==> config.mk <==
export PLATFORM = sky130hd
export DESIGN_NAME = six_channel_shared_period_pwm
export DESIGN_NICKNAME = d
export VERILOG_FILES = /design/src/hw/pwm_pkg.sv /design/src/hw/six_channel_shared_period_pwm.sv
export SDC_FILE = /design/constraint.sdc
export NUM_CORES = 1
export LEC_CHECK = 0
export ABC_CLOCK_PERIOD_IN_PS = 6700
export BUFFER_PORTS_ARGS = -buffer_cell sky130_fd_sc_hd__buf_2
export CAP_MARGIN = 20
export CORE_ASPECT_RATIO = 1.25
export CORE_MARGIN = 1.5
export CORE_UTILIZATION = 40
export CTS_CLUSTER_DIAMETER = 120
export CTS_CLUSTER_SIZE = 25
export DETAILED_ROUTE_END_ITERATION = 10
export GPL_TIMING_DRIVEN = 1
export RECOVER_POWER = 100
export SLEW_MARGIN = 5
export SYNTH_ARGS = -nofsm -noshare
export SYNTH_HDL_FRONTEND = slang
export SYNTH_SLANG_ARGS = --single-unit
==> constraint.sdc <==
create_clock -name clk -period 6.7 [get_ports clk]
set_clock_uncertainty 0.1 [all_clocks]
set_input_delay 1.34 -clock clk [delete_from_list [all_inputs] [get_ports clk]]
set_output_delay 1.34 -clock clk [all_outputs]
set_load 0.01 [all_outputs]
==> src/hw/pwm_pkg.sv <==
// Shared constants and types of the six-channel PWM unit.
// Assumes a single 50 MHz clock domain and an AXI4-Lite register bus.
package pwm_pkg;

   // ------------------------------------------------------------
   // Widths
   // ------------------------------------------------------------
   localparam int CHANS = 6;           // Output channels
   localparam int DATA_W = 8;          // Register and counter width
   localparam int ADDR_W = 12;         // Byte address width on the bus

   // ------------------------------------------------------------
   // Register indexes, byte address is four times the index
   // ------------------------------------------------------------
   localparam logic [9:0] IDX_CFG_A = 10'h0d1;
   localparam logic [9:0] IDX_CTRL = 10'h0d2;
   localparam logic [9:0] IDX_PRD = 10'h0d3;
   localparam logic [9:0] IDX_CFG_B = 10'h0d4;
   localparam logic [9:0] IDX_IRQ_STAT = 10'h0e0;
   localparam logic [9:0] IDX_IRQ_MASK = 10'h0e1;
   localparam logic [5:0][9:0] IDX_DUTY = {10'h0df, 10'h0de, 10'h0dd, 10'h0d7, 10'h0d6, 10'h0d5};

   // ------------------------------------------------------------
   // Register select codes from the address decoder
   // ------------------------------------------------------------
   localparam logic [3:0] SEL_NONE = 4'h0;
   localparam logic [3:0] SEL_CFG_A = 4'h1;
   localparam logic [3:0] SEL_CTRL = 4'h2;
   localparam logic [3:0] SEL_PRD = 4'h3;
   localparam logic [3:0] SEL_CFG_B = 4'h4;
   localparam logic [3:0] SEL_STAT = 4'h5;
   localparam logic [3:0] SEL_MASK = 4'h6;
   localparam logic [3:0] SEL_DUTY0 = 4'h8;   // Duty n is SEL_DUTY0 + n

   // ------------------------------------------------------------
   // Field positions
   // ------------------------------------------------------------
   localparam int CTRL_ON_BIT = 7;     // module_on
   localparam int CTRL_FLAG_BIT = 6;   // period_overflow_flag
   localparam int CTRL_ROUTE_LSB = 3;  // chan0..2_pin_route
   localparam int CTRL_SEL_LSB = 0;    // count_clock_divider_select
   localparam int SEL_W = 3;
   localparam int CFGA_ROUTE_LSB = 0;  // chan3..5_pin_route
   localparam int CFGA_INV_LSB = 3;    // chan0..2_invert
   localparam int CFGB_INV_LSB = 3;    // chan3..5_invert
   localparam logic [7:0] CFGB_MASK = 8'h38;
   localparam int IRQ_OVF_BIT = 1;     // overflow_irq_enable position

   // ------------------------------------------------------------
   // Prescaler terminal counts (divide minus one)
   // ------------------------------------------------------------
   localparam logic [7:0] DIV_LAST_1 = 8'h00;
   localparam logic [7:0] DIV_LAST_2 = 8'h01;
   localparam logic [7:0] DIV_LAST_4 = 8'h03;
   localparam logic [7:0] DIV_LAST_8 = 8'h07;
   localparam logic [7:0] DIV_LAST_32 = 8'h1f;
   localparam logic [7:0] DIV_LAST_64 = 8'h3f;
   localparam logic [7:0] DIV_LAST_128 = 8'h7f;
   localparam logic [7:0] DIV_LAST_256 = 8'hff;

   // Bus responses
   localparam logic [1:0] RESP_OKAY = 2'h0;
   localparam logic [1:0] RESP_SLVERR = 2'h2;

   // ------------------------------------------------------------
   // Types
   // ------------------------------------------------------------
   // Pin group of all channels
   typedef struct packed {
      logic [5:0] out;   // Pin level
      logic [5:0] oe;    // Drive enable
   } pwm_pins_s;

   // Whole state of the unit
   typedef struct packed {
      logic [7:0] cfg_a;
      logic [7:0] ctrl;
      logic [7:0] prd;
      logic [7:0] cfg_b;
      logic [5:0][7:0] duty;
      logic [7:0] irq_stat;
      logic [7:0] irq_mask;
      logic [7:0] pre;
      logic [7:0] cnt;
      logic [5:0] pin;
      logic aw_full;
      logic [ADDR_W-1:0] awaddr;
      logic w_full;
      logic [7:0] wdata;
      logic wlane;
      logic bvalid;
      logic [1:0] bresp;
      logic rvalid;
      logic [7:0] rdata;
      logic [1:0] rresp;
   } pwm_state_s;

endpackage

==> src/hw/six_channel_shared_period_pwm.sv <==
// Six-channel PWM with one shared 8-bit counter and AXI4-Lite registers.
// Assumes bus and pins on clk; pin muxing to other functions lies outside.
//
// How it works
// - Enable bit lets the counter run
// - Disabled: stop and hold counter at zero
// - Counter passing period sets overflow flag
// - Interrupt while flag and enable set
// - Channels 0-2 driven only when routed
// - Channels 3-5 driven only when routed
// - Select picks divide by 1, 2, 4, 8, 32, 64, 128 or 256
// - Counter at period returns to zero
// - Period is period value plus one
// - Channels 0-2 inverted by their bits
// - Channels 3-5 inverted by their bits
// - High time equals duty setting
// - Duty and period writes act immediately
// - Unrouted but enabled still counts, interrupts
`timescale 1ns/1ns
`default_nettype none

module six_channel_shared_period_pwm
   import pwm_pkg::*;
#(
   parameter logic [7:0] DIV_SEL7_LAST = DIV_LAST_256
)
(
   // Clock and reset
   input wire logic clk,
   input wire logic reset,
   // AXI4-Lite write address
   input wire logic s_axi_awvalid,
   output logic s_axi_awready,
   input wire logic [ADDR_W-1:0] s_axi_awaddr,
   input wire logic [2:0] s_axi_awprot,
   // AXI4-Lite write data
   input wire logic s_axi_wvalid,
   output logic s_axi_wready,
   input wire logic [31:0] s_axi_wdata,
   input wire logic [3:0] s_axi_wstrb,
   // AXI4-Lite write response
   output logic s_axi_bvalid,
   input wire logic s_axi_bready,
   output logic [1:0] s_axi_bresp,
   // AXI4-Lite read address
   input wire logic s_axi_arvalid,
   output logic s_axi_arready,
   input wire logic [ADDR_W-1:0] s_axi_araddr,
   input wire logic [2:0] s_axi_arprot,
   // AXI4-Lite read data
   output logic s_axi_rvalid,
   input wire logic s_axi_rready,
   output logic [31:0] s_axi_rdata,
   output logic [1:0] s_axi_rresp,
   // Channel pins and interrupt
   output pwm_pins_s pins,
   output logic irq
);

   // ------------------------------------------------------------
   // Decoding helpers
   // ------------------------------------------------------------

   // Map a byte address to a register select code
   function automatic logic [3:0] reg_sel(input logic [ADDR_W-1:0] a);
      logic [9:0] idx;
      logic [3:0] r;
      idx = a[ADDR_W-1:2];
      r = SEL_NONE;
      case (idx)
         IDX_CFG_A: r = SEL_CFG_A;
         IDX_CTRL: r = SEL_CTRL;
         IDX_PRD: r = SEL_PRD;
         IDX_CFG_B: r = SEL_CFG_B;
         IDX_IRQ_STAT: r = SEL_STAT;
         IDX_IRQ_MASK: r = SEL_MASK;
         default: r = SEL_NONE;
      endcase
      for (int i = 0; i < CHANS; i++)
      begin
         if (idx == IDX_DUTY[i])
         begin
            r = SEL_DUTY0 + 4'(i);
         end
      end
      return r;
   endfunction

   // Prescaler terminal count for a divider select
   function automatic logic [7:0] div_last(input logic [SEL_W-1:0] sel);
      logic [7:0] d;
      case (sel)
         3'h0: d = DIV_LAST_1;
         3'h1: d = DIV_LAST_2;
         3'h2: d = DIV_LAST_4;
         3'h3: d = DIV_LAST_8;
         3'h4: d = DIV_LAST_32;
         3'h5: d = DIV_LAST_64;
         3'h6: d = DIV_LAST_128;
         default: d = DIV_SEL7_LAST;
      endcase
      return d;
   endfunction

   // ------------------------------------------------------------
   // State and derived terms
   // ------------------------------------------------------------
   pwm_state_s s;        // Registered state
   pwm_state_s next_s;   // Next state
   logic on;             // Unit running
   logic tick;           // Count clock tick
   logic wrap;           // Counter passes the period
   logic do_wr;          // Register write this cycle
   logic [3:0] wsel;     // Write target
   logic [3:0] rsel;     // Read target
   logic [5:0] route;    // Per-channel pin routing
   logic [5:0] inv;      // Per-channel inversion
   logic [SEL_W-1:0] csel;

   assign on = s.ctrl[CTRL_ON_BIT];
   assign csel = s.ctrl[CTRL_SEL_LSB +: SEL_W];
   // At or past the terminal count, so a switch to a faster divider ticks at once
   assign tick = on && (s.pre >= div_last(csel));
   assign wrap = tick && (s.cnt >= s.prd);
   assign do_wr = s.aw_full && s.w_full && !s.bvalid;
   assign wsel = reg_sel(s.awaddr);
   assign rsel = reg_sel(s_axi_araddr);
   assign route = {s.cfg_a[CFGA_ROUTE_LSB +: 3], s.ctrl[CTRL_ROUTE_LSB +: 3]};
   assign inv = {s.cfg_b[CFGB_INV_LSB +: 3], s.cfg_a[CFGA_INV_LSB +: 3]};

   // ------------------------------------------------------------
   // Outputs
   // ------------------------------------------------------------
   assign s_axi_awready = !s.aw_full;
   assign s_axi_wready = !s.w_full;
   assign s_axi_bvalid = s.bvalid;
   assign s_axi_bresp = s.bresp;
   assign s_axi_arready = !s.rvalid;
   assign s_axi_rvalid = s.rvalid;
   assign s_axi_rdata = {24'h000000, s.rdata};
   assign s_axi_rresp = s.rresp;
   assign pins.out = s.pin;
   assign pins.oe = route;
   // Flag or logged event, gated by the enable
   assign irq = s.irq_mask[IRQ_OVF_BIT] && (s.ctrl[CTRL_FLAG_BIT] || s.irq_stat[IRQ_OVF_BIT]);

   // ------------------------------------------------------------
   // Next-state logic
   // ------------------------------------------------------------
   always_comb
   begin
      next_s = s;
      // Write address and data taken in any order
      if (s_axi_awvalid && !s.aw_full)
      begin
         next_s.aw_full = 1'b1;
         next_s.awaddr = s_axi_awaddr;
      end
      if (s_axi_wvalid && !s.w_full)
      begin
         next_s.w_full = 1'b1;
         next_s.wdata = s_axi_wdata[7:0];
         next_s.wlane = s_axi_wstrb[0];
      end
      // Response handed over
      if (s.bvalid && s_axi_bready)
      begin
         next_s.bvalid = 1'b0;
      end
      // Register write once both halves are held
      if (do_wr)
      begin
         next_s.aw_full = 1'b0;
         next_s.w_full = 1'b0;
         next_s.bvalid = 1'b1;
         next_s.bresp = (wsel == SEL_NONE) ? RESP_SLVERR : RESP_OKAY;
         if (s.wlane)
         begin
            case (wsel)
               SEL_CFG_A: next_s.cfg_a = s.wdata;
               SEL_CTRL: next_s.ctrl = s.wdata;
               SEL_PRD: next_s.prd = s.wdata;
               SEL_CFG_B: next_s.cfg_b = s.wdata & CFGB_MASK;
               SEL_MASK: next_s.irq_mask = s.wdata;
               default:
               begin
                  if (wsel >= SEL_DUTY0)
                  begin
                     next_s.duty[wsel - SEL_DUTY0] = s.wdata;
                  end
               end
            endcase
         end
      end
      // Read data handed over
      if (s.rvalid && s_axi_rready)
      begin
         next_s.rvalid = 1'b0;
      end
      // Read taken, status cleared by its read
      if (s_axi_arvalid && !s.rvalid)
      begin
         next_s.rvalid = 1'b1;
         next_s.rresp = (rsel == SEL_NONE) ? RESP_SLVERR : RESP_OKAY;
         case (rsel)
            SEL_CFG_A: next_s.rdata = s.cfg_a;
            SEL_CTRL: next_s.rdata = s.ctrl;
            SEL_PRD: next_s.rdata = s.prd;
            SEL_CFG_B: next_s.rdata = s.cfg_b;
            SEL_STAT:
            begin
               next_s.rdata = s.irq_stat;
               next_s.irq_stat = 8'h00;
            end
            SEL_MASK: next_s.rdata = s.irq_mask;
            default:
            begin
               next_s.rdata = 8'h00;
               if (rsel >= SEL_DUTY0)
               begin
                  next_s.rdata = s.duty[rsel - SEL_DUTY0];
               end
            end
         endcase
      end
      // Prescaler and shared counter
      if (!on)
      begin
         next_s.pre = 8'h00;
         next_s.cnt = 8'h00;
      end
      else
      begin
         next_s.pre = tick ? 8'h00 : s.pre + 8'h01;
         if (wrap)
         begin
            next_s.cnt = 8'h00;
         end
         else if (tick)
         begin
            next_s.cnt = s.cnt + 8'h01;
         end
      end
      // Overflow sets flag and status, winning over any clear
      if (wrap)
      begin
         next_s.ctrl[CTRL_FLAG_BIT] = 1'b1;
         next_s.irq_stat[IRQ_OVF_BIT] = 1'b1;
      end
      // Compare and invert each channel
      for (int i = 0; i < CHANS; i++)
      begin
         next_s.pin[i] = (s.cnt < s.duty[i]) ^ inv[i];
      end
   end

   // ------------------------------------------------------------
   // State register
   // ------------------------------------------------------------
   always_ff @(posedge clk)
   begin
      if (reset)
      begin
         s <= '0;
      end
      else
      begin
         s <= next_s;
      end
   end
endmodule

`default_nettype wire

# ---- Word-level counts from Yosys, hierarchy flattened
# Cells that the tools add are included.
dict set report op_classes {
  addsub 4
  bitwise 8
  order_cmp 13
  eq_ne 41
  n_reduce_logical 38
  n_mux 39
}
# operator count
set ops {}
lappend ops {{10-bit by 8-bit equality test with 1-bit output (second input constant)} 24}
lappend ops {{71-bit 2-to-1 mux} 2}
lappend ops {{48-bit 2-to-1 mux} 2}
lappend ops {{8-bit one-hot mux with 7 select lines} 1}
lappend ops {{48-bit bitwise mux} 1}
lappend ops {{8-bit less-than comparator} 6}
lappend ops {{4-bit 2-to-1 mux} 12}
lappend ops {{8-bit one-hot mux with 6 select lines} 1}
lappend ops {{3-bit one-hot mux with 6 select lines} 2}
lappend ops {{8-bit 2-to-1 mux} 4}
lappend ops {{8-bit binary-select mux with 3-bit select} 1}
lappend ops {{8-bit demux with 3-bit select} 1}
lappend ops {{4-bit by 3-bit equality test with 1-bit output (second input constant)} 5}
lappend ops {{3-bit AND reduction} 6}
lappend ops {{8-bit by 1-bit adder with 8-bit output (second input constant)} 2}
lappend ops {{4-bit by 2-bit equality test with 1-bit output (second input constant)} 4}
lappend ops {{8-bit greater-or-equal comparator} 2}
lappend ops {{2-bit nonzero test} 7}
lappend ops {{1-bit logical AND} 11}
lappend ops {{11-bit 2-to-1 mux} 1}
lappend ops {{3-bit equality test (second input constant)} 3}
lappend ops {{4-bit by 1-bit equality test with 1-bit output (second input constant)} 2}
lappend ops {{4-bit greater-or-equal comparator (second input constant)} 2}
lappend ops {{4-bit logical NOT} 2}
lappend ops {{20 further kinds} 39}
dict set report totals {
  regBits 143
  wordCells 169
  in_bits 73
  out_inout_bits 54
}

# ---- Depth between registers and ports, before layout
# Gate-level depths: netlist of run 1.
dict set report depth {
  ltp_word 19
  ltp_mapped 11
  depth_no_buf 8
}

# ---- Least setup slack after synthesis of run 1
# No wires, ideal clock.
dict set report synth_path {
  path_type {in2reg}
  start {input port s_axi_araddr[5]}
  end {register s (netlist bit s_axi_rdata[1])}
  t_required_ns 6.521
  setup_ns 0.079
  path_stages 10
  n_path_buf 4
  arrival_time_ns 3.567
  slack_ns 2.954
  path_cell_list {buf_6 > or4_4 > buf_6 > or3_1 > buf_6 > o22a_1 > buf_6 > mux2i_1 > or4b_1 > o211ai_1}
}
dict set report synth_via {
  elab_chain_cells 13
  elab_cells_between_ends 31
  cone_classes {add/sub (1); order compare (1); eq/ne (18); mux (11)}
}
# item line
set synth_rtl {}
lappend synth_rtl {{start, declared} six_channel_shared_period_pwm.sv:48} ;# input wire logic [ADDR_W-1:0] s_axi_araddr,
lappend synth_rtl {{10-bit by 8-bit equality test with 1-bit output} six_channel_shared_period_pwm.sv:70} ;# case (idx)
lappend synth_rtl {{3-bit one-hot mux with 6 select lines} six_channel_shared_period_pwm.sv:70}
lappend synth_rtl {{4-bit 2-to-1 mux (5 in a row)} six_channel_shared_period_pwm.sv:81} ;# if (idx == IDX_DUTY[i])
lappend synth_rtl {{4-bit 2-to-1 mux (*)} six_channel_shared_period_pwm.sv:81}
lappend synth_rtl {{4-bit subtractor} six_channel_shared_period_pwm.sv:221} ;# next_s.rdata = s.duty[rsel - SEL_DUTY0];
lappend synth_rtl {{8-bit binary-select mux with 3-bit select} six_channel_shared_period_pwm.sv:221}
lappend synth_rtl {{8-bit 2-to-1 mux (implied by the code)} six_channel_shared_period_pwm.sv:221}
lappend synth_rtl {{8-bit 2-to-1 mux} six_channel_shared_period_pwm.sv:219} ;# if (rsel >= SEL_DUTY0)
lappend synth_rtl {{8-bit one-hot mux with 6 select lines (*)} six_channel_shared_period_pwm.sv:205} ;# case (rsel)
lappend synth_rtl {{end signal, assigned} six_channel_shared_period_pwm.sv:268} ;# s <= next_s;
lappend synth_rtl {{end, declared} six_channel_shared_period_pwm.sv:108} ;# pwm_state_s s;
# Mark *: on every way between the ends. The rest lies on a longest branch, timed or not. The select of a mux whose other input is x is not followed.
# A chain may end at the register's enable or synchronous reset.

==> results of run 1 <==
==> per-stage QoR <==
stage / area [µm²] / utilization / worst slack (ns)
finish: 8950 / 0.445 / 2.28
global route: 8950 / 0.445 / 1.97
CTS: 9010 / 0.448 / 2.94
detailed placement: 8380 / 0.417 / 2.54
global placement: 8380 / 0.417 / 2.57
floorplan: 8290 / - / 2.95
==> worst max-delay path: cells and delay by family <==
family                 cells  cell delay, ns
AO/OA/AOI/OAI              1            0.07
buffers and inverters      2            2.76
AND/OR/NAND/NOR            3            0.42
==> power by group <==
group / internal, mW / switching [mW] / total (mW)
combinational: 0.0349 / 0.0630 / 0.0979
sequential: 0.839 / 0.0230 / 0.862
clock: 0.636 / 0.377 / 1.01
==> per-layer routing <==
layer | up-vias | track usage | part of all wire
met5 | - | 0 | 0
met4 | 0 | 0.0604 | 0.015
met3 | 21 | 0.0345 | 0.038
met2 | 116 | 0.347 | 0.49
met1 | 3024 | 0.260 | 0.46
li1 | 3240 | - | -
==> worst paths after layout <==
check | to | from | slack, ns | cells after the start
worst min-delay path | s_axi_rresp[1]$_SDFFE_PP0P_ | s_axi_rresp[1]$_SDFFE_PP0P_ | 0.35 | 2
worst min register to register | s_axi_rresp[1]$_SDFFE_PP0P_ | s_axi_rresp[1]$_SDFFE_PP0P_ | 0.35 | 2
worst max register to register | pins[5]$_SDFFE_PP0P_ | s[32]$_SDFFE_PP0P_ | 3.07 | 7
worst max-delay path | s_axi_rdata[1]$_SDFFE_PP0P_ | reset | 2.28 | 6
==> cell families (layout without fill, tap and decap cells) <==
kind of cell / count (synthesis) / in the layout / share of synthesized area
AOI/OAI and AO/OA: 148 / 148 / 0.122
xor gates and xnor gates: 11 / 11 / 0.0118
adders and majority gates: 60 / 60 / 0.0916
buffers and inverters: 166 / 165 / 0.106
DFF: 139 / 139 / 0.340
muxes: 117 / 117 / 0.144
other: 1 / 26 / 0.000458
and+or+nand+nor: 310 / 310 / 0.185
==> cell usage in the layout, fill, tap and decap left out, types with 26 or more instances in the layout <==
master    instances
nand2_1          61
inv_1            64
clkbuf_1         32
a21oi_1          44
buf_2            34
dfxtp_1         139
conb_1           26
nor2_1          128
o21ai_0          36
mux2i_1         110
ha_1             60
==> area by class of cell <==
class,instances,share of cell area
multi-input cells,672,0.518
clock buffers,19,0.0495
flip-flops and latches,139,0.311
clock inverters,13,0.0213
inverters,64,0.0268
repair buffers,69,0.0354
well taps,270,0.0378
==> qor.csv, run 1 <==
metric,value,unit
Worst Tran Pin Value,2.75,ns
drt total wl,20800,µm
post-synthesis sequential area ratio,0.340,
drt via density,5.14,
die width,131,µm
"top cells by count, synth","dfxtp_1 (139), nor2_1 (128), mux2i_1 (110)",
setup TNS,0,ns
routability congestion estimate,0.881,
# nets final,1096,
"Slew Viols, Final",62,
CTS tree,yes,
Post-Syn Area per Cell,8.60,µm²
fillcell total,2082,
area of the multi-input gates,4640,µm²
most frequent cell after synthesis,dfxtp_1,
Initial Util,0.408,
Max-slew headroom,-0.830,
type of the most critical hold path,reg -> reg,
drt drc,0,
max incr delay on CP,1.90,ns
post-synthesis register bit count,139,
share of cells above drive strength 1,0.0943,
crit start category,input port,
first-pass GRT wire length,32800,µm
Inst Count DP,1213,
H-tree depth,4,
deepest clock path buffer count,2,
postcts setup bufs,0,
DR iter-0 viols,351,
Hold Slack,0.353,ns
count of hold-fix buffers inserted at cts,0,
Syn. warnings,0,
CP Max Fanout,70,
TritonRoute pass-1 iters,5,
Die ar.,21400,µm²
final count of negative-setup-slack endpoints,0,
Detail Route Antenna Nets,0,
Fin. Hold Viols,0,
"Top FF cell, synth",dfxtp_1,
total track usage,0.203,
Max Freq,226,MHz
die height,163,µm
CTS resizes,0,
synth unique cells,67,
total power,1.97,mW
period utilisation layout,0.660,
DR vias,6401,
remaining global-route overflow,0,
Cells after Synth,952,
CTS root buffer,clkbuf_16,
critical path type,in -> reg,
CP max stage cell,clkbuf_1,
largest net degree at the start of global routing,71,
WL per Instance,16.7,µm
status,"complete, but fails checks",
# IOs,127,
CTS Sinks,139,
worst path required time,6.89,ns
clock-pin slew on the worst setup and hold paths,0.06,ns
Post-synth EDFFs,0,
Worst-Skew Late Latency,0.43,ns
Worst VDD drop,0.180,mV
cell taking the most area after synthesis,dfxtp_1,
failing checks,"max-capacitance violations, max-slew violations",
row count,58,
CP endpoint kind,flip-flop,
"Async S/R FF share, synth",0,
CP Cell Sequence,clkbuf_1 -> buf_4 -> nor2_1 -> nand2_1 -> or4b_1 -> o211ai_1,
antenna diode count,0,
"top cells by area, synth","dfxtp_1 (34%), mux2i_1 (13%), ha_1 (9.2%)",
CTS Buf Count,17,
Non-Filler Instances,1246,
MaxCap Viol Count,1,
FF/Latch Area,2780,µm²
initial antenna violation count,0,
post-DP HPWL,15100,µm
RSZ-0062 raised after global routing,no,
vias in the first global route,6051,
pwr/cell area,221,nW/µm²
post-synth top area share,0.340,
Leak,3.66,nW
"Cell Area, Synth",8190,µm²
Placeable Area,20100,µm²
"Arr. time, crit path",4.61,ns
IO buf count,63,
area growth from synthesis to layout,9.23,%
min Tclk post-route,4.42,ns
Power figures use the tool's default switching activity.
==> inputs of run 2 (changes only) <==
--- a/config.mk
+++ b/config.mk
@@ -5,7 +5,7 @@
 export SDC_FILE = /design/constraint.sdc
 export NUM_CORES = 1
 export LEC_CHECK = 0
-export ABC_CLOCK_PERIOD_IN_PS = 6700
+export ABC_CLOCK_PERIOD_IN_PS = 3910
 export BUFFER_PORTS_ARGS = -buffer_cell sky130_fd_sc_hd__buf_2
 export CAP_MARGIN = 20
 export CORE_ASPECT_RATIO = 1.25
==> constraint.sdc (replaced) <==
create_clock -name clk -period 3.91 [get_ports clk]
set_clock_uncertainty 0.1 [all_clocks]
set_input_delay 0.782 -clock clk [delete_from_list [all_inputs] [get_ports clk]]
set_output_delay 0.782 -clock clk [all_outputs]
set_load 0.01 [all_outputs]
==> qor.csv, run 2 (synthesis results as in run 1) <==
metric,value,unit,change
drt drc,0,,unchanged
Inst Count DP,1221,,+0.66%
CTS tree,yes,,
CTS root buffer,clkbuf_16,,
largest net degree at the start of global routing,96,,+35%
IO buf count,63,,unchanged
min Tclk post-route,3.43,ns,
total track usage,0.206,,+0.00283
Worst VDD drop,0.279,mV,+55%
Leak,3.66,nW,-0.14%
vias in the first global route,6144,,+1.5%
Initial Util,0.408,,unchanged
DR iter-0 viols,307,,-13%
Hold Slack,0.349,ns,-0.00451 ns
postcts setup bufs,0,,unchanged
"commonest non-fill, non-tap cell in the layout",dfxtp_1,,
remaining global-route overflow,0,,unchanged
fillcell total,2062,,-0.96%
CTS Sinks,139,,unchanged
count of hold-fix buffers inserted at cts,0,,unchanged
share of cells above drive strength 1,0.0957,,+0.00146
DR vias,6453,,+0.81%
MaxCap Viol Count,1,,unchanged
CTS resizes,0,,unchanged
RSZ-0062 raised after global routing,no,,
Fin. Hold Viols,0,,unchanged
drt total wl,21100,µm,+1.4%
first-pass GRT wire length,33100,µm,+0.92%
Clk network pwr share,0.481,,-0.033
H-tree depth,4,,unchanged
final count of negative-setup-slack endpoints,0,,unchanged
row count,58,,unchanged
Placeable Area,20100,µm²,unchanged
die width,131,µm,unchanged
most frequent cells in the layout,"dfxtp_1 (139), nor2_1 (128), mux2i_1 (110)",,
CP Max Fanout,9,,-87%
worst path required time,4.11,ns,-2.78 ns
type of the most critical hold path,reg -> reg,,
combinational power share,0.053,,+0.003
Flop pwr share,0.466,,+0.029
"Slew Viols, Final",96,,+55%
deepest clock path buffer count,2,,unchanged
failing checks,"max-capacitance violations, max-slew violations",,
area growth from synthesis to layout,8.29,%,
die height,163,µm,unchanged
crit start category,input port,,
Non-Filler Instances,1252,,+0.48%
Max Freq,292,MHz,
routability congestion estimate,0.890,,+1.1%
drt via density,5.15,,+0.33%
CP endpoint kind,flip-flop,,
WL per Instance,16.8,µm,+0.96%
TritonRoute pass-1 iters,6,,+1
"Arr. time, crit path",3.63,ns,-0.98 ns
setup TNS,0,ns,unchanged
# nets final,1103,,+0.64%
Worst-Skew Late Latency,0.43,ns,about the same
pwr/cell area,358,nW/µm²,+62%
initial antenna violation count,0,,unchanged
status,"complete, but fails checks",,
period utilisation layout,0.877,,
sw power,0.783,mW,+69%
# IOs,127,,unchanged
Max-slew headroom,-0.338,,+0.492
CTS Buf Count,17,,unchanged
Detail Route Antenna Nets,0,,unchanged
Switching Share,0.247,,+0.0121
P_int,2.39,mW,+58%
critical path type,in -> reg,,
antenna diode count,0,,unchanged
Die ar.,21400,µm²,unchanged
clock-pin slew on the worst setup and hold paths,0.06,ns,about the same
post-DP HPWL,15400,µm,+1.8%
Worst Tran Pin Value,2.01,ns,-0.739 ns
## run 2: layout make-up
| type | instances | area, µm² | area share |
|---|---|---|---|
| inverters | 64 | 240 | 0.0271 |
| flip-flops and latches | 139 | 2780 | 0.314 |
| well taps | 270 | 338 | 0.0381 |
| clock inverters | 13 | 118 | 0.0133 |
| multi-input cells | 672 | 4590 | 0.518 |
| clock buffers | 18 | 439 | 0.0495 |
| repair buffers | 76 | 359 | 0.0405 |
## run 2: critical path: stages
cell      delay (ns)
buf_2           0.15
or4_1           0.68
or3_1           0.50
o211ai_2        0.64
clkbuf_1        0.32
nor2_1          0.11
a22oi_1         0.31
o211ai_1        0.14
## run 2: metal layers
| layer | vias up | part of all wire | GRT usage |
|---|---|---|---|
| met5 | - | 0 | 0 |
| met4 | 0 | 0.038 | 0.105 |
| met3 | 40 | 0.038 | 0.0302 |
| met2 | 160 | 0.48 | 0.342 |
| met1 | 2996 | 0.45 | 0.257 |
| li1 | 3257 | - | - |
## run 2: power groups by stage
stage                     sequential, mW  combinational [mW]  clock [mW]
after floorplan                     1.48               0.163           0
after global placement              1.51               0.175           0
after detailed placement            1.51               0.176           0
after CTS                           1.48               0.177        1.56
after global routing                1.48               0.191        1.63
final                               1.48               0.169        1.52
## run 2: worst paths after layout
kind / startpoint / end / slack [ns] / cells past startpoint
worst max-delay path: s_axi_araddr[5] / s_axi_rdata[1]$_SDFFE_PP0P_ / 0.48 / 8
worst min-delay path: s_axi_rresp[1]$_SDFFE_PP0P_ / s_axi_rresp[1]$_SDFFE_PP0P_ / 0.35 / 2
worst max register to register: s[32]$_SDFFE_PP0P_ / flip-flop / 0.64 / 7
worst min register to register: s_axi_rresp[1]$_SDFFE_PP0P_ / s_axi_rresp[1]$_SDFFE_PP0P_ / 0.35 / 2
## run 2: stage by stage
step / setup WS [ns] / utilization / power [mW] / area [µm²]
detailed placement: 0.415 / 0.419 / 1.69 / 8430
global route: 0.331 / 0.441 / 3.30 / 8870
floorplan: 0.722 / - / 1.64 / 8290
finish: 0.481 / 0.441 / 3.17 / 8870
CTS: 0.825 / 0.447 / 3.21 / 8990
global placement: 0.422 / 0.419 / 1.68 / 8430
